**src/hw/relay_pkg.sv**
```systemverilog
/*
 * Shared constants of the safety relay state controller: register map,
 * field positions, state codes and timing counts.
 * Assumes a 100 MHz system clock.
 */
package relay_pkg;

  // Clock and times
  localparam int unsigned CLK_KHZ     = 100000;
  localparam int unsigned SWON_MS     = 2500;
  localparam int unsigned RESP_MS     = 20;
  localparam int unsigned ACT_MS      = 100;
  localparam int unsigned SWON_CYC    = SWON_MS * CLK_KHZ;
  localparam int unsigned RESP_CYC    = RESP_MS * CLK_KHZ;
  localparam int unsigned ACT_CYC     = ACT_MS * CLK_KHZ;
  localparam int unsigned TMR_W       = 28;

  // Register map, byte addresses
  localparam logic [3:0] CTRL_OFS     = 4'h0;
  localparam logic [3:0] STAT_OFS     = 4'h4;

  // Control fields
  localparam int unsigned CTRL_AUTO   = 0;
  localparam int unsigned CTRL_SYNC   = 1;
  localparam int unsigned CTRL_ILK    = 2;
  localparam int unsigned CFG_W       = 3;
  localparam logic [2:0]  CFG_RST     = 3'h0;

  // Status fields
  localparam int unsigned STAT_STATE  = 0;
  localparam int unsigned STAT_OUT    = 3;
  localparam int unsigned STAT_REARM  = 4;

  // Pin vector positions
  localparam int unsigned PIN_A       = 0;
  localparam int unsigned PIN_B       = 1;
  localparam int unsigned PIN_START   = 2;
  localparam int unsigned PIN_TEST_OK = 3;
  localparam int unsigned PIN_FAULT   = 4;
  localparam int unsigned PIN_SYNC_OK = 5;
  localparam int unsigned PIN_ILK     = 6;
  localparam int unsigned PIN_POWER   = 7;
  localparam int unsigned PIN_N       = 8;

  // Operating states, Gray along the usual path
  typedef enum logic [2:0] {
    ST_OFF  = 3'h0,
    ST_INIT = 3'h1,
    ST_DEEN = 3'h3,
    ST_ENER = 3'h2,
    ST_ERR  = 3'h6
  } state_type;

endpackage : relay_pkg

```
**src/hw/delay_if.sv**
```systemverilog
/*
 * Handshake between the state controller and its delay timer.
 * Assumes both ends run on the same clock.
 */
`timescale 1ns/10ps
`default_nettype none
interface delay_if;
  logic start;
  logic done;
  modport ctl   (output start, input done);
  modport timer (input start, output done);
endinterface : delay_if
`default_nettype wire

```
**src/hw/relay_ctrl.sv**
```systemverilog
/*
 * Operating-state controller of a two-channel safety relay with a classic
 * Wishbone register slave. Assumes pins from outside the clock domain,
 * one 100 MHz clock and a synchronous active-high reset.
 */
// How it works
// - Configuration writes take effect only in the off state.
// - Power applied moves off to initialization with self-tests.
// - Leave initialization only after self-test pass and switch-on delay.
// - Any detected error enters the error state with outputs safe.
// - Entry to de-energized run samples inputs before any activation.
// - Without start, stay de-energized whatever the safety inputs show; with CTRL_AUTO set the code energizes without a start.
// - Energize only with start condition and both safety inputs active.
// - Start without active safety inputs keeps the outputs de-energized.
// - Synchronization mode blocks energizing unless channels were in time.
// - Interlock mode blocks energizing while interlock condition exists.
// - Input deactivation drops outputs and returns to de-energized run.
// - After a trip a fresh start and renewed activation are needed; with CTRL_AUTO set the code needs only renewed activation.
// - Every state except energized run drives outputs de-energized.
// - Safe state holds all relay outputs off, contacts open.
// - Switch-on delay is 2500 ms before leaving initialization.
// - Outputs drop no later than 20 ms after input request.
// - Outputs energize within 100 ms of a valid activation.
`timescale 1ns/10ps
`default_nettype none
module relay_ctrl
  import relay_pkg::*;
#(
  parameter int unsigned SWON_CYCLES = SWON_CYC
) (
  input  wire logic        clk_i,
  input  wire logic        rst_i,
  input  wire logic        ce_i,
  input  wire logic        cyc_i,
  input  wire logic        stb_i,
  input  wire logic        we_i,
  input  wire logic [3:0]  adr_i,
  input  wire logic [3:0]  sel_i,
  input  wire logic [31:0] dat_i,
  output logic      [31:0] dat_o,
  output logic             ack_o,
  input  wire logic        chan_a_i,
  input  wire logic        chan_b_i,
  input  wire logic        start_i,
  input  wire logic        test_ok_i,
  input  wire logic        fault_i,
  input  wire logic        sync_ok_i,
  input  wire logic        interlock_i,
  input  wire logic        power_ok_i,
  output logic             relay_a_o,
  output logic             relay_b_o,
  output logic      [2:0]  state_o
);

  ////////////////////////////////////////////////////////////////////////////
  // Pin synchronisers

  logic [PIN_N-1:0] pin_raw;
  logic [PIN_N-1:0] meta_q;
  logic [PIN_N-1:0] pin_q;

  assign pin_raw = {power_ok_i, interlock_i, sync_ok_i, fault_i,
                    test_ok_i, start_i, chan_b_i, chan_a_i};

  for (genvar i = 0; i < PIN_N; i++) begin : g_sync
    always_ff @(posedge clk_i) begin
      if (rst_i) begin
        meta_q[i] <= 1'b0;
        pin_q[i]  <= 1'b0;
      end else if (ce_i) begin
        meta_q[i] <= pin_raw[i];
        pin_q[i]  <= meta_q[i];
      end
    end
  end

  logic inputs_on;
  logic start_q;
  logic start_rise;
  logic power;

  assign inputs_on  = pin_q[PIN_A] && pin_q[PIN_B];
  assign power      = pin_q[PIN_POWER];
  assign start_rise = pin_q[PIN_START] && !start_q;

  always_ff @(posedge clk_i) begin
    if (rst_i) begin
      start_q <= 1'b0;
    end else if (ce_i) begin
      start_q <= pin_q[PIN_START];
    end
  end

  ////////////////////////////////////////////////////////////////////////////
  // Registers

  state_type        state_q;
  state_type        state_d;
  logic [CFG_W-1:0] cfg_q;
  logic             ack_q;
  logic             rearm_q;
  logic             eval_q;
  logic             wr_en;

  assign wr_en = cyc_i && stb_i && we_i && !ack_q;

  always_ff @(posedge clk_i) begin
    if (rst_i) begin
      cfg_q <= CFG_RST;
    end else if (ce_i && wr_en && adr_i == CTRL_OFS && sel_i[0]
                 && state_q == ST_OFF) begin
      cfg_q <= dat_i[CFG_W-1:0];
    end
  end

  always_ff @(posedge clk_i) begin
    if (rst_i) begin
      ack_q <= 1'b0;
    end else if (ce_i) begin
      ack_q <= cyc_i && stb_i && !ack_q;
    end
  end

  always_ff @(posedge clk_i) begin
    if (rst_i) begin
      dat_o <= '0;
    end else if (ce_i && cyc_i && stb_i && !ack_q) begin
      dat_o <= '0;
      if (adr_i == CTRL_OFS) begin
        dat_o[CFG_W-1:0] <= cfg_q;
      end else if (adr_i == STAT_OFS) begin
        dat_o[STAT_STATE +: 3] <= state_q;
        dat_o[STAT_OUT]        <= relay_a_o;
        dat_o[STAT_REARM]      <= rearm_q;
      end
    end
  end

  assign ack_o = ack_q;

  ////////////////////////////////////////////////////////////////////////////
  // Switch-on delay timer

  delay_if tif ();

  assign tif.start = (state_q == ST_OFF) && power;

  delay_timer #(
    .CYCLES (SWON_CYCLES)
  ) u_timer (
    .clk_i (clk_i),
    .rst_i (rst_i),
    .ce_i  (ce_i),
    .tif   (tif)
  );

  ////////////////////////////////////////////////////////////////////////////
  // Re-arm and entry evaluation

  always_ff @(posedge clk_i) begin
    if (rst_i) begin
      eval_q <= 1'b0;
    end else if (ce_i) begin
      eval_q <= (state_d == ST_DEEN) && (state_q != ST_DEEN);
    end
  end

  always_ff @(posedge clk_i) begin
    if (rst_i) begin
      rearm_q <= 1'b1;
    end else if (ce_i) begin
      if (state_q == ST_ENER && state_d == ST_DEEN) begin
        rearm_q <= 1'b0;
      end else if (state_q == ST_OFF || !inputs_on) begin
        rearm_q <= 1'b1;
      end
    end
  end

  logic start_ok;
  logic qual_ok;
  logic go;

  assign start_ok = cfg_q[CTRL_AUTO] ? 1'b1 : start_rise;
  assign qual_ok  = (!cfg_q[CTRL_SYNC] || pin_q[PIN_SYNC_OK])
                 && (!cfg_q[CTRL_ILK] || !pin_q[PIN_ILK]);
  assign go = !eval_q && start_ok && inputs_on && qual_ok
           && rearm_q;

  ////////////////////////////////////////////////////////////////////////////
  // State machine

  always_comb begin
    state_d = state_q;
    unique case (state_q)
      ST_OFF: begin
        if (power) begin
          state_d = ST_INIT;
        end
      end
      ST_INIT: begin
        if (pin_q[PIN_FAULT]) begin
          state_d = ST_ERR;
        end else if (pin_q[PIN_TEST_OK] && tif.done) begin
          state_d = ST_DEEN;
        end
      end
      ST_DEEN: begin
        if (pin_q[PIN_FAULT]) begin
          state_d = ST_ERR;
        end else if (go) begin
          state_d = ST_ENER;
        end
      end
      ST_ENER: begin
        if (pin_q[PIN_FAULT]) begin
          state_d = ST_ERR;
        end else if (!inputs_on) begin
          state_d = ST_DEEN;
        end
      end
      ST_ERR: begin
        state_d = ST_ERR;
      end
      default: begin
        state_d = ST_ERR;
      end
    endcase
    if (!power) begin
      state_d = ST_OFF;
    end
  end

  always_ff @(posedge clk_i) begin
    if (rst_i) begin
      state_q <= ST_OFF;
    end else if (ce_i) begin
      state_q <= state_d;
    end
  end

  ////////////////////////////////////////////////////////////////////////////
  // Relay drivers and status

  always_ff @(posedge clk_i) begin
    if (rst_i) begin
      relay_a_o <= 1'b0;
      relay_b_o <= 1'b0;
    end else if (ce_i) begin
      relay_a_o <= (state_d == ST_ENER);
      relay_b_o <= (state_d == ST_ENER);
    end
  end

  assign state_o = state_q;
endmodule : relay_ctrl
`default_nettype wire

```
**src/hw/delay_timer.sv**
```systemverilog
/*
 * Down counter for the switch-on delay; start reloads, done is a level.
 * Assumes a synchronous active-high reset and a clock enable.
 */
`timescale 1ns/10ps
`default_nettype none
module delay_timer
  import relay_pkg::*;
#(
  parameter int unsigned CYCLES = SWON_CYC
) (
  input  wire logic clk_i,
  input  wire logic rst_i,
  input  wire logic ce_i,
  delay_if.timer    tif
);

  logic [TMR_W-1:0] cnt_q;

  always_ff @(posedge clk_i) begin
    if (rst_i) begin
      cnt_q <= '0;
    end else if (ce_i) begin
      if (tif.start) begin
        cnt_q <= TMR_W'(CYCLES - 1);
      end else if (cnt_q != '0) begin
        cnt_q <= cnt_q - 1'b1;
      end
    end
  end

  assign tif.done = (cnt_q == '0) && !tif.start;

endmodule : delay_timer
`default_nettype wire

```
**config.mk**
```make
export PLATFORM = sky130hd
export DESIGN_NAME = relay_ctrl
export DESIGN_NICKNAME = d
export VERILOG_FILES = /design/src/hw/relay_pkg.sv /design/src/hw/delay_if.sv /design/src/hw/relay_ctrl.sv /design/src/hw/delay_timer.sv
export SDC_FILE = /design/constraint.sdc
export NUM_CORES = 1
export LEC_CHECK = 0
export BUFFER_PORTS_ARGS = -buffer_cell sky130_fd_sc_hd__buf_2
export CAP_MARGIN = 40
export CELL_PAD_IN_SITES_DETAIL_PLACEMENT = 2
export CELL_PAD_IN_SITES_GLOBAL_PLACEMENT = 2
export CORE_MARGIN = 1
export CORE_UTILIZATION = 32
export DETAILED_ROUTE_END_ITERATION = 7
export PLACE_DENSITY = 0.88
export SYNTH_ARGS = -nofsm -noshare
export SYNTH_HDL_FRONTEND = slang
export SYNTH_HIERARCHICAL = 1
export SYNTH_SLANG_ARGS = --single-unit
```
**constraint.sdc**
```tcl
create_clock -name clk_i -period 6.1 [get_ports clk_i]
set_clock_uncertainty 0.1 [all_clocks]
set_input_delay 1.22 -clock clk_i [delete_from_list [all_inputs] [get_ports clk_i]]
set_output_delay 1.22 -clock clk_i [all_outputs]
set_load 0.01 [all_outputs]
```
* Word-level counts from Yosys, hierarchy flattened
Cells that the tools add are included.
** Word-level totals
- Bits of input ports :: 54
- Output and inout bits :: 38
- Bits in registers :: 60
** Operators by class
- Equal/unequal tests :: 7
- Add/subtract/negate cells :: 1
- Reduce and logical (&&, ||, !) cells :: 42
- Multiplexer cells :: 16
** Operator list (count)
- $mux 28 :: 2
- $logic_not 28->1 :: 1
- $reduce_bool 28->1 :: 1
- $sub 28x1->28 const B :: 1
- $mux 3 :: 8
- $logic_and 1x1->1 :: 23
- $eq 3x2->1 const B :: 4
- $pmux 3 s4 :: 1
- $logic_not 1->1 :: 8
- $mux 5 :: 1
- $eq 4x3->1 const B :: 1
- $logic_not 4->1 :: 1
- $reduce_and 2->1 :: 2
- $reduce_bool 2->1 :: 2
- $eq 3x1->1 const B :: 1
- $logic_not 3->1 :: 1
- $logic_or 1x1->1 :: 3
- $mux 1 :: 3
- $ne 3x2->1 const B :: 1
- $mux 2 :: 1

* Logic depth before layout (Yosys ltp)
Gate-level depths: netlist (run 1).
- Depth after elaboration :: 15
- Depth in mapped cells :: 12
- Depth with buffers taken out :: 11

* Hierarchy
Netlist (run 1), hierarchy kept.
** By module, submodules not included
- delay_timer :: instances 1, area each 1631.6 um^2, cells an instance 203, sequential area each 560.5 um^2
- relay_ctrl :: instances 1, area each 1571.5 um^2, cells an instance 171, sequential area each 640.6 um^2

* Least setup slack after synthesis (run 1)
Ideal clock, no wire load.
- Path type :: in2reg
- Start point :: input ce_i
- End point :: register u_timer.cnt_q[14]
- Library setup time :: 0.121 ns
- Stages on the path :: 6
- Arrival time :: 2.380 ns
- Path slack :: 3.499 ns
- Data required time :: 5.879 ns
- Cell sequence :: clkbuf_1 and2_1 nand3_1 a2111oi_0 xnor2_1 nor2_1
** Between the ends
- Word-level cells in the longest chain between the ends :: 1
** Ends and longest elaborated chain
- from (decl) :: line relay_ctrl.sv:33 : input wire logic ce_i,
- $reduce_and 2->1 (no source line)
- to (signal assigned) :: line delay_timer.sv:25 : cnt_q <= TMR_W'(CYCLES - 1);
- to (signal assigned) :: line delay_timer.sv:27 : cnt_q <= cnt_q - 1'b1;
- to (decl) :: line delay_timer.sv:18 : logic [TMR_W-1:0] cnt_q;
Every way passes these cells.
A chain may end at the register's enable or synchronous reset.

* Worst setup path in the final report (run 1)
- Start point :: register state_q[0], in the netlist state_o[0]
- End point :: register rearm_q
** Between the ends
- Word-level cells in the longest chain between the ends :: 13
- Elaborated cells on any way between the ends :: 22
- Classes of those cells :: eq/ne (4); mux (9); reduce/logical (9)
** Ends and longest elaborated chain
- from (decl) :: line relay_ctrl.sv:97 : state_type state_q;
- from (signal assigned) :: line relay_ctrl.sv:238 : state_q <= state_d;
- $logic_not 3->1 (*) :: line relay_ctrl.sv:146 : assign tif.start = (state_q == ST_OFF) && power;
- $logic_and 1x1->1 (*) :: line relay_ctrl.sv:146
- via tif.start :: line delay_if.sv:8 : logic start;
- $logic_not 1->1 (*) :: line delay_timer.sv:32 : assign tif.done = (cnt_q == '0) && !tif.start;
- $logic_and 1x1->1 (*) :: line delay_timer.sv:32
- via tif.done :: line delay_if.sv:9 : logic done;
- $logic_and 1x1->1 (*) :: line relay_ctrl.sv:204 : end else if (pin_q[PIN_TEST_OK] && tif.done) begin
- $mux 3 (*) :: line relay_ctrl.sv:204
- $mux 3 (*) :: line relay_ctrl.sv:202 : if (pin_q[PIN_FAULT]) begin
- $pmux 3 s4 (*) :: line relay_ctrl.sv:195 : unique case (state_q)
- $mux 3 (*) :: line relay_ctrl.sv:229 : if (!power) begin
- $eq 3x2->1 (*) :: line relay_ctrl.sv:172 : if (state_q == ST_ENER && state_d == ST_DEEN) begin
- $logic_and 1x1->1 (*) :: line relay_ctrl.sv:172
- $reduce_bool 2->1 (no source line)
- $reduce_and 2->1 (no source line)
- to (signal assigned) :: line relay_ctrl.sv:170 : rearm_q <= 1'b1;
- to (signal assigned) :: line relay_ctrl.sv:173 : rearm_q <= 1'b0;
- to (signal assigned) :: line relay_ctrl.sv:175 : rearm_q <= 1'b1;
- to (decl) :: line relay_ctrl.sv:101 : logic rearm_q;
Mark *: on every way through the listed nets, which the timed path passes. The rest lies on a longest branch.

==> results of run 1 <==
## cells in the final DEF, fill, tap and decap left out, types with 6 or more instances in the layout
master	n
nor3_1	22
dfxtp_1	60
nand2b_1	7
mux2i_1	22
nand2_1	14
clkbuf_8	9
a311oi_1	6
conb_1	27
inv_1	9
nand3_1	8
or3_1	6
o21ai_0	7
a21oi_1	13
nor2_1	62
a211oi_1	6
buf_2	32
nor4_1	7
## worst max path at each step
stage | end | slack (ns) | depth (start not counted)
CTS | u_timer/cnt_q[14] | 2.88 | 7
floorplan | u_timer/cnt_q[14] | 3.50 | 6
finish | rearm_q | 2.85 | 10
detailed placement | u_timer/cnt_q[16] | 2.54 | 7
global route | relay_b_o | 2.60 | 11
global placement | u_timer/cnt_q[12] | 2.63 | 7
## state kept, by name, summed over array words and instances, names as in the netlist
register	count
dat_o	5
power	1
relay_b_o	1
state_o	3
start_q	1
eval_q	1
rearm_q	1
u_timer/cnt_q	28
ack_o	1
meta_q	8
pin_q	7
cfg_q	3
## cell type report
cell class	instances	area (um^2)	share of cell area, %
inverters	9	33.78	0.9421
repair buffers	34	175.2	4.885
flip-flops and latches	60	1201	33.50
multi-input cells	290	1795	50.07
well taps	133	166.4	4.641
clock inverters	6	90.09	2.512
clock buffers	9	123.9	3.454
## worst max-delay path, stage by stage, from the launching register on
cell and delay [ns]:
dfxtp_1 0.59, nor3_1 0.15, and2_1 0.38, nor4b_1 0.48, and2_1 0.29, nand2_1 0.08
nor2_1 0.17, nand3_1 0.10, a21boi_0 0.32, and4_1 0.30, a32oi_1 0.12
## per-stage QoR
| step | total power, uW | utilization [%] | instances | setup slack (ns) | hold slack [ns] |
|---|---|---|---|---|---|
| 6_report | 2032 | 36.86 | 541 | 2.853 | 0.3888 |
| 5_1_grt | 2163 | 36.86 | 541 | 2.602 | 0.4233 |
| 4_1_cts | 2028 | 36.86 | 541 | 2.877 | 0.3940 |
| 3_5_place_dp | 1605 | 34.66 | 526 | 2.541 | 0.3828 |
| 3_3_place_gp | 1529 | 34.66 | 526 | 2.629 | 0.3646 |
| 2_1_floorplan | 1344 | - | 400 | 3.499 | 0.3423 |
## logic make-up (layout without fill, tap and decap cells)
logic type / count (synthesis) / count (layout) / synth area share (%)
compound gates: 66 / 66 / 14.88
xor+xnor: 5 / 5 / 1.367
fa+ha+maj: 2 / 2 / 0.7811
buf+inv: 50 / 58 / 9.492
flops: 60 / 60 / 37.50
mux: 25 / 25 / 7.930
other cells: 1 / 27 / 0.1171
simple gates: 165 / 165 / 27.93
## per-layer routing
layer,part of all wire [%],routed length [um],GRT usage (%)
met2,51,5011,34.33
met5,0,0,0
met3,3.1,304,4.514
met1,43,4266,23.46
met4,2.3,229,8.462
## power by group
group	switching [uW]	total [uW]	internal [uW]	leakage (uW)
Clock	173	401	228	0.000105
Combinational	658	1020	366	0.000857
Sequential	123	608	485	0.000489
==> results.tsv, run 1 <==
metric	value	unit
outcome	completed	
FMAX	0.3080	GHz
CP Class	reg -> reg	
peak fanout along the critical path	14	
Ys Warns	6	
Vias/cell	5.457	
hold depth	2	
vias in the first global route	3018	
reg2reg end	rearm_q	
gr ovfl total	0	
hold path endpoint	ack_o	
initial antenna violation count	0	
Power Dens Cells	566.7	nW/um^2
Post-DP Area	3372	um^2
Layout fillers	1143	
hold crit path type	reg -> reg	
post-synth top area cell	dfxtp_1	
Die Height	102.0	um
first-pass GRT wire length	15710	um
Post-Route WL	9811	um
distinct cell type count after synthesis	61	
RSZ-0062 raised after global routing	no	
Min Clock Period, post-route	3.247	ns
final hold vios	0	
Syn Area/Cell	8.564	um^2
Initial Util	32.92	%
Post-synth EDFFs	0	
Antenna diodes	0	
die span in x	102.0	um
cell with the most instances after synthesis	nor2_1	
layout cells sized above 1	15.44	%
Root Buffer	clkbuf_8	
placed wire-length estimate	6886	um
Worst Tran Pin Value	0.8020	ns
full die area	10410	um^2
top cells by count, synth	nor2_1 (62), dfxtp_1 (60), buf_4 (28)	
hold_buf cts	0	
core area	9729	um^2
Worst Setup SP	state_o[0]	
Worst R2R Path Depth	10	
Final Cell Area	3586	um^2
Startpoint Class	flip-flop	
Hold Startpoint	ack_o	
pin count of the biggest net entering global routing	40	
Clock Path Buffers	2	
Max-slew headroom	46.04	%
Worst-Skew Late Latency	0.35	ns
Worst-path clk slew	0.07	ns
Worst Path Required	6.21	ns
R2R setup slack	2.85	ns
Mapped Area	3203	um^2
DRC violations left	0	
leak pwr	0.001451	uW
Port Buffers	32	
Area growth, synth to finish	11.95	%
Synth area leaders	dfxtp_1 (38%), nor2_1 (7.3%), mux2i_1 (6.9%)	
setup violators final	0	
worst ir drop on vdd	176.9	uV
Post-synth ARST share	0	%
Slew Limit Fails	0	
cts repair resizes	0	
Post-DRT Antenna Nets	0	
vias post-DR	2952	
cell count after synthesis	374	
TritonCTS Buffers	9	
GRT Total Usage	19.81	%
fin nets	460	
Yosys reg bits	60	
Setup crit end kind	flip-flop	
CTS Sinks	60	
buffer count from post-CTS setup fixing	0	
maximum level of the CTS H-tree	3	
Synth top area share	37.50	%
fin crit share	53.23	%
Max Cap Viol	0	
routed length per instance	18.13	um
post-route setup TNS	0	ns
Seq/Total Area, Yosys	37.50	%
top_reg_cell synth	dfxtp_1	
Pre-antenna DRT Iters	4	
TritonCTS clock tree	yes	
crit path DAT	3.36	ns
row cnt	36	
IO Count	92	
1st-iter DRT viols	100	
RR Startpoint	state_o[0]	
gp weighted congestion	0.7602	
No activity file was read; power rests on OpenSTA's default activity.
==> run 2: changes to the inputs <==
Settings changed: ABC_AREA set to 1, CORE_UTILIZATION 32 to 28, PLACE_DENSITY 0.88 to 0.85.
Clock period 6.1 ns to 3.3 ns, I/O delays scaled along.
==> results.tsv, run 2 <==
metric	value	unit	change
peak fanout along the critical path	7		-7
Seq/Total Area, Yosys	34.38	%	-3.1 points
R2R setup slack	0.74	ns	-2.11 ns
RSZ-0062 raised after global routing	no		
largest family of logic cells by synthesized area	simple AND/OR/NAND/NOR gates		
final hold vios	0		unchanged
max reg flops	28		unchanged
combinational group share of total power	42.9	%	-7.5 points
gp weighted congestion	0.8378		+10%
distinct cell type count after synthesis	33		-46%
1st-iter DRT viols	143		+43%
RR Startpoint	state_o[0]		
vias in the first global route	4027		+33%
DRC violations left	0		unchanged
pin count of the biggest net entering global routing	35		-13%
Initial Util	28.96	%	-4.0 points
top_reg_cell synth	dfxtp_1		
layout cells sized above 1	13.43	%	-2.0 points
hold path endpoint	dat_o[4]		
Synth Area in Adders	0.7163	%	-0.065 points
Clock Path Buffers	2		unchanged
Die Height	113.7	um	+11%
Worst Tran Pin Value	0.6736	ns	-0.1284 ns
full die area	12930	um^2	+24%
leading cell types in the layout, fill and taps excluded	nand2_1 (125), nor2_1 (104), dfxtp_1 (60), inv_1 (44), a21oi_1 (43)		
fin crit share	77.56	%	+24 points
Post-DRT Antenna Nets	0		unchanged
Clock Power Share	28.9	%	+9.2 points
Mapped Area	3493	um^2	+9.1%
IO Count	92		unchanged
crit path DAT	2.71	ns	-0.65 ns
Worst R2R Path Depth	15		+5
hold crit path type	reg -> reg		
Util after Layout	33.20	%	-3.7 points
Area growth, synth to finish	14.61	%	
row cnt	40		+11%
Worst-Skew Late Latency	0.34	ns	about the same
outcome	completed		
Layout fillers	1448		+27%
gr ovfl total	0		unchanged
core area	12060	um^2	+24%
Pre-antenna DRT Iters	4		unchanged
Setup crit end kind	flip-flop		
cts repair resizes	0		unchanged
Int Pwr	1870	uW	+73%
vias post-DR	3642		+23%
Root Buffer	clkbuf_16		
Synth area leaders	dfxtp_1 (34%), nand2_1 (13%), nor2_1 (11%)		
Post-Route WL	12370	um	+26%
top cells by count, synth	nand2_1 (125), nor2_1 (104), dfxtp_1 (60)		
Slew Limit Fails	0		unchanged
TritonCTS clock tree	yes		
GRT Total Usage	20.23	%	+0.42 points
sw power	1502	uW	+58%
CP Class	reg -> reg		
Worst Path Required	3.45	ns	-2.76 ns
Port Buffers	32		unchanged
placed wire-length estimate	8208	um	+19%
Max Cap Viol	0		unchanged
hold depth	2		unchanged
Worst-path clk slew	0.06	ns	about the same
Largest Register	u_timer/cnt_q		
fin nets	632		+37%
leak pwr	0.001845	uW	+27%
Ys Warns	6		unchanged
post-synth top area cell	dfxtp_1		
Synth top area share	34.38	%	-3.1 points
Post-synth EDFFs	0		unchanged
worst ir drop on vdd	326.7	uV	+85%
post-route setup TNS	0	ns	unchanged
Antenna diodes	0		unchanged
Post-synth ARST share	0	%	unchanged
XOR/XNOR Fraction of Synth Area	1.003	%	-0.36 points
Largest regs	u_timer/cnt_q: 28 flops, meta_q: 8 flops, pin_q: 7 flops		
maximum level of the CTS H-tree	3		unchanged
cell with the most instances after synthesis	nand2_1		
Hold Startpoint	dat_o[4]		
initial antenna violation count	0		unchanged
CTS Sinks	60		unchanged
mux cell area share after synthesis	0	%	-7.9 points
Power Dens Cells	842.1	nW/um^2	+49%
routed length per instance	16.52	um	-8.9%
FMAX	0.3907	GHz	+27%
hold_buf cts	0		unchanged
switching share of power	44.55	%	-2.4 points
register share of total power	28.2	%	-1.7 points
TritonCTS Buffers	9		unchanged
reg2reg end	relay_b_o		
setup violators final	0		unchanged
Syn Area/Cell	6.398	um^2	-25%
Startpoint Class	flip-flop		
Synth Area in Simple Gates	38.47	%	+11 points
first-pass GRT wire length	20260	um	+29%
commonest non-fill, non-tap cell in the layout	nand2_1		
die span in x	113.7	um	+11%
Compound-Gate Fraction of Synth Area	11.50	%	-3.4 points
cell count after synthesis	546		+46%
Max-slew headroom	55.05	%	+9.0 points
Min Clock Period, post-route	2.559	ns	-0.6873 ns
buffer count from post-CTS setup fixing	0		unchanged
Yosys reg bits	60		unchanged
Vias/cell	4.862		-11%
[run 2: cell types whose count changed after synthesis, moves of 7 or more]
cell / change
inv_1: +35
nor3_1: -17
nand2b_1: -7
nor4_1: -7
o21ai_0: +20
a21oi_1: +30
nor2_1: +42
nand3_1: +31
nand4_1: +8
nand2_1: +111
mux2i_1: -22
[run 2: stage by stage]
step	instance area (um^2)	hold slack (ns)	power [uW]	worst slack, ns	cells
6_report	4004	0.3706	3372	0.7405	749
5_1_grt	4004	0.3999	3602	0.5021	749
4_1_cts	4004	0.3747	3395	0.7141	749
3_5_place_dp	3700	0.3579	2330	0.8892	733
3_3_place_gp	3700	0.3432	2229	1.014	733
2_1_floorplan	3591	0.3329	1992	1.286	572
[run 2: per-layer routing]
layer,track usage (%),vias up,wire (um)
met1,22.89,1811,5447
li1,-,1746,-
met4,9.474,0,283
met2,37.28,64,6338
met3,2.869,21,303
met5,0,-,0
[run 2: worst max path at each step]
| stage | slack, ns | from | endpoint |
|---|---|---|---|
| floorplan | 1.29 | state_o[0] | relay_b_o |
| global placement | 1.01 | state_o[0] | relay_b_o |
| detailed placement | 0.89 | state_o[0] | eval_q |
| CTS | 0.71 | state_o[0] | relay_b_o |
| global route | 0.50 | state_o[0] | relay_b_o |
| finish | 0.74 | state_o[0] | relay_b_o |
[run 2: power by group through the flow]
stage,logic [uW],clock network [uW],registers [uW]
after floorplan,1070,0,918
after global placement,1280,0,948
after detailed placement,1370,0,957
after CTS,1450,993,949
after global routing,1620,1020,963
final,1450,974,950
[run 2: cells by family after synthesis]
logic type | Yosys count
and+or+nand+nor | 308
buffers and inverters | 93
other | 1
DFF | 60
AOI/OAI and AO/OA | 78
xor gates and xnor gates | 4
adders and majority gates | 2
[run 2: critical path, stage by stage (launching register included)]
cell and delay, ns:
dfxtp_1 0.46, inv_1 0.15, nand2_2 0.14, nor2_1 0.06, buf_4 0.18, inv_1 0.10
nand4_1 0.16, nor3_4 0.23, nand2_4 0.11, inv_1 0.07, nand3_1 0.07, nand3_1 0.13
nand3_1 0.13, a21oi_1 0.15, nand2_1 0.07, a21oi_1 0.17
[run 2: layout make-up]
cell class                      count  area, um^2  area share (%)
Inverter                           49       183.9           4.594
Tap cell                          168       210.2           5.250
Clock inverter                      5       61.31           1.531
Sequential cell                    60        1201           30.00
Timing Repair Buffer               37       197.7           4.938
Multi-Input combinational cell    419        1907           47.63
Clock buffer                       11       242.7           6.063
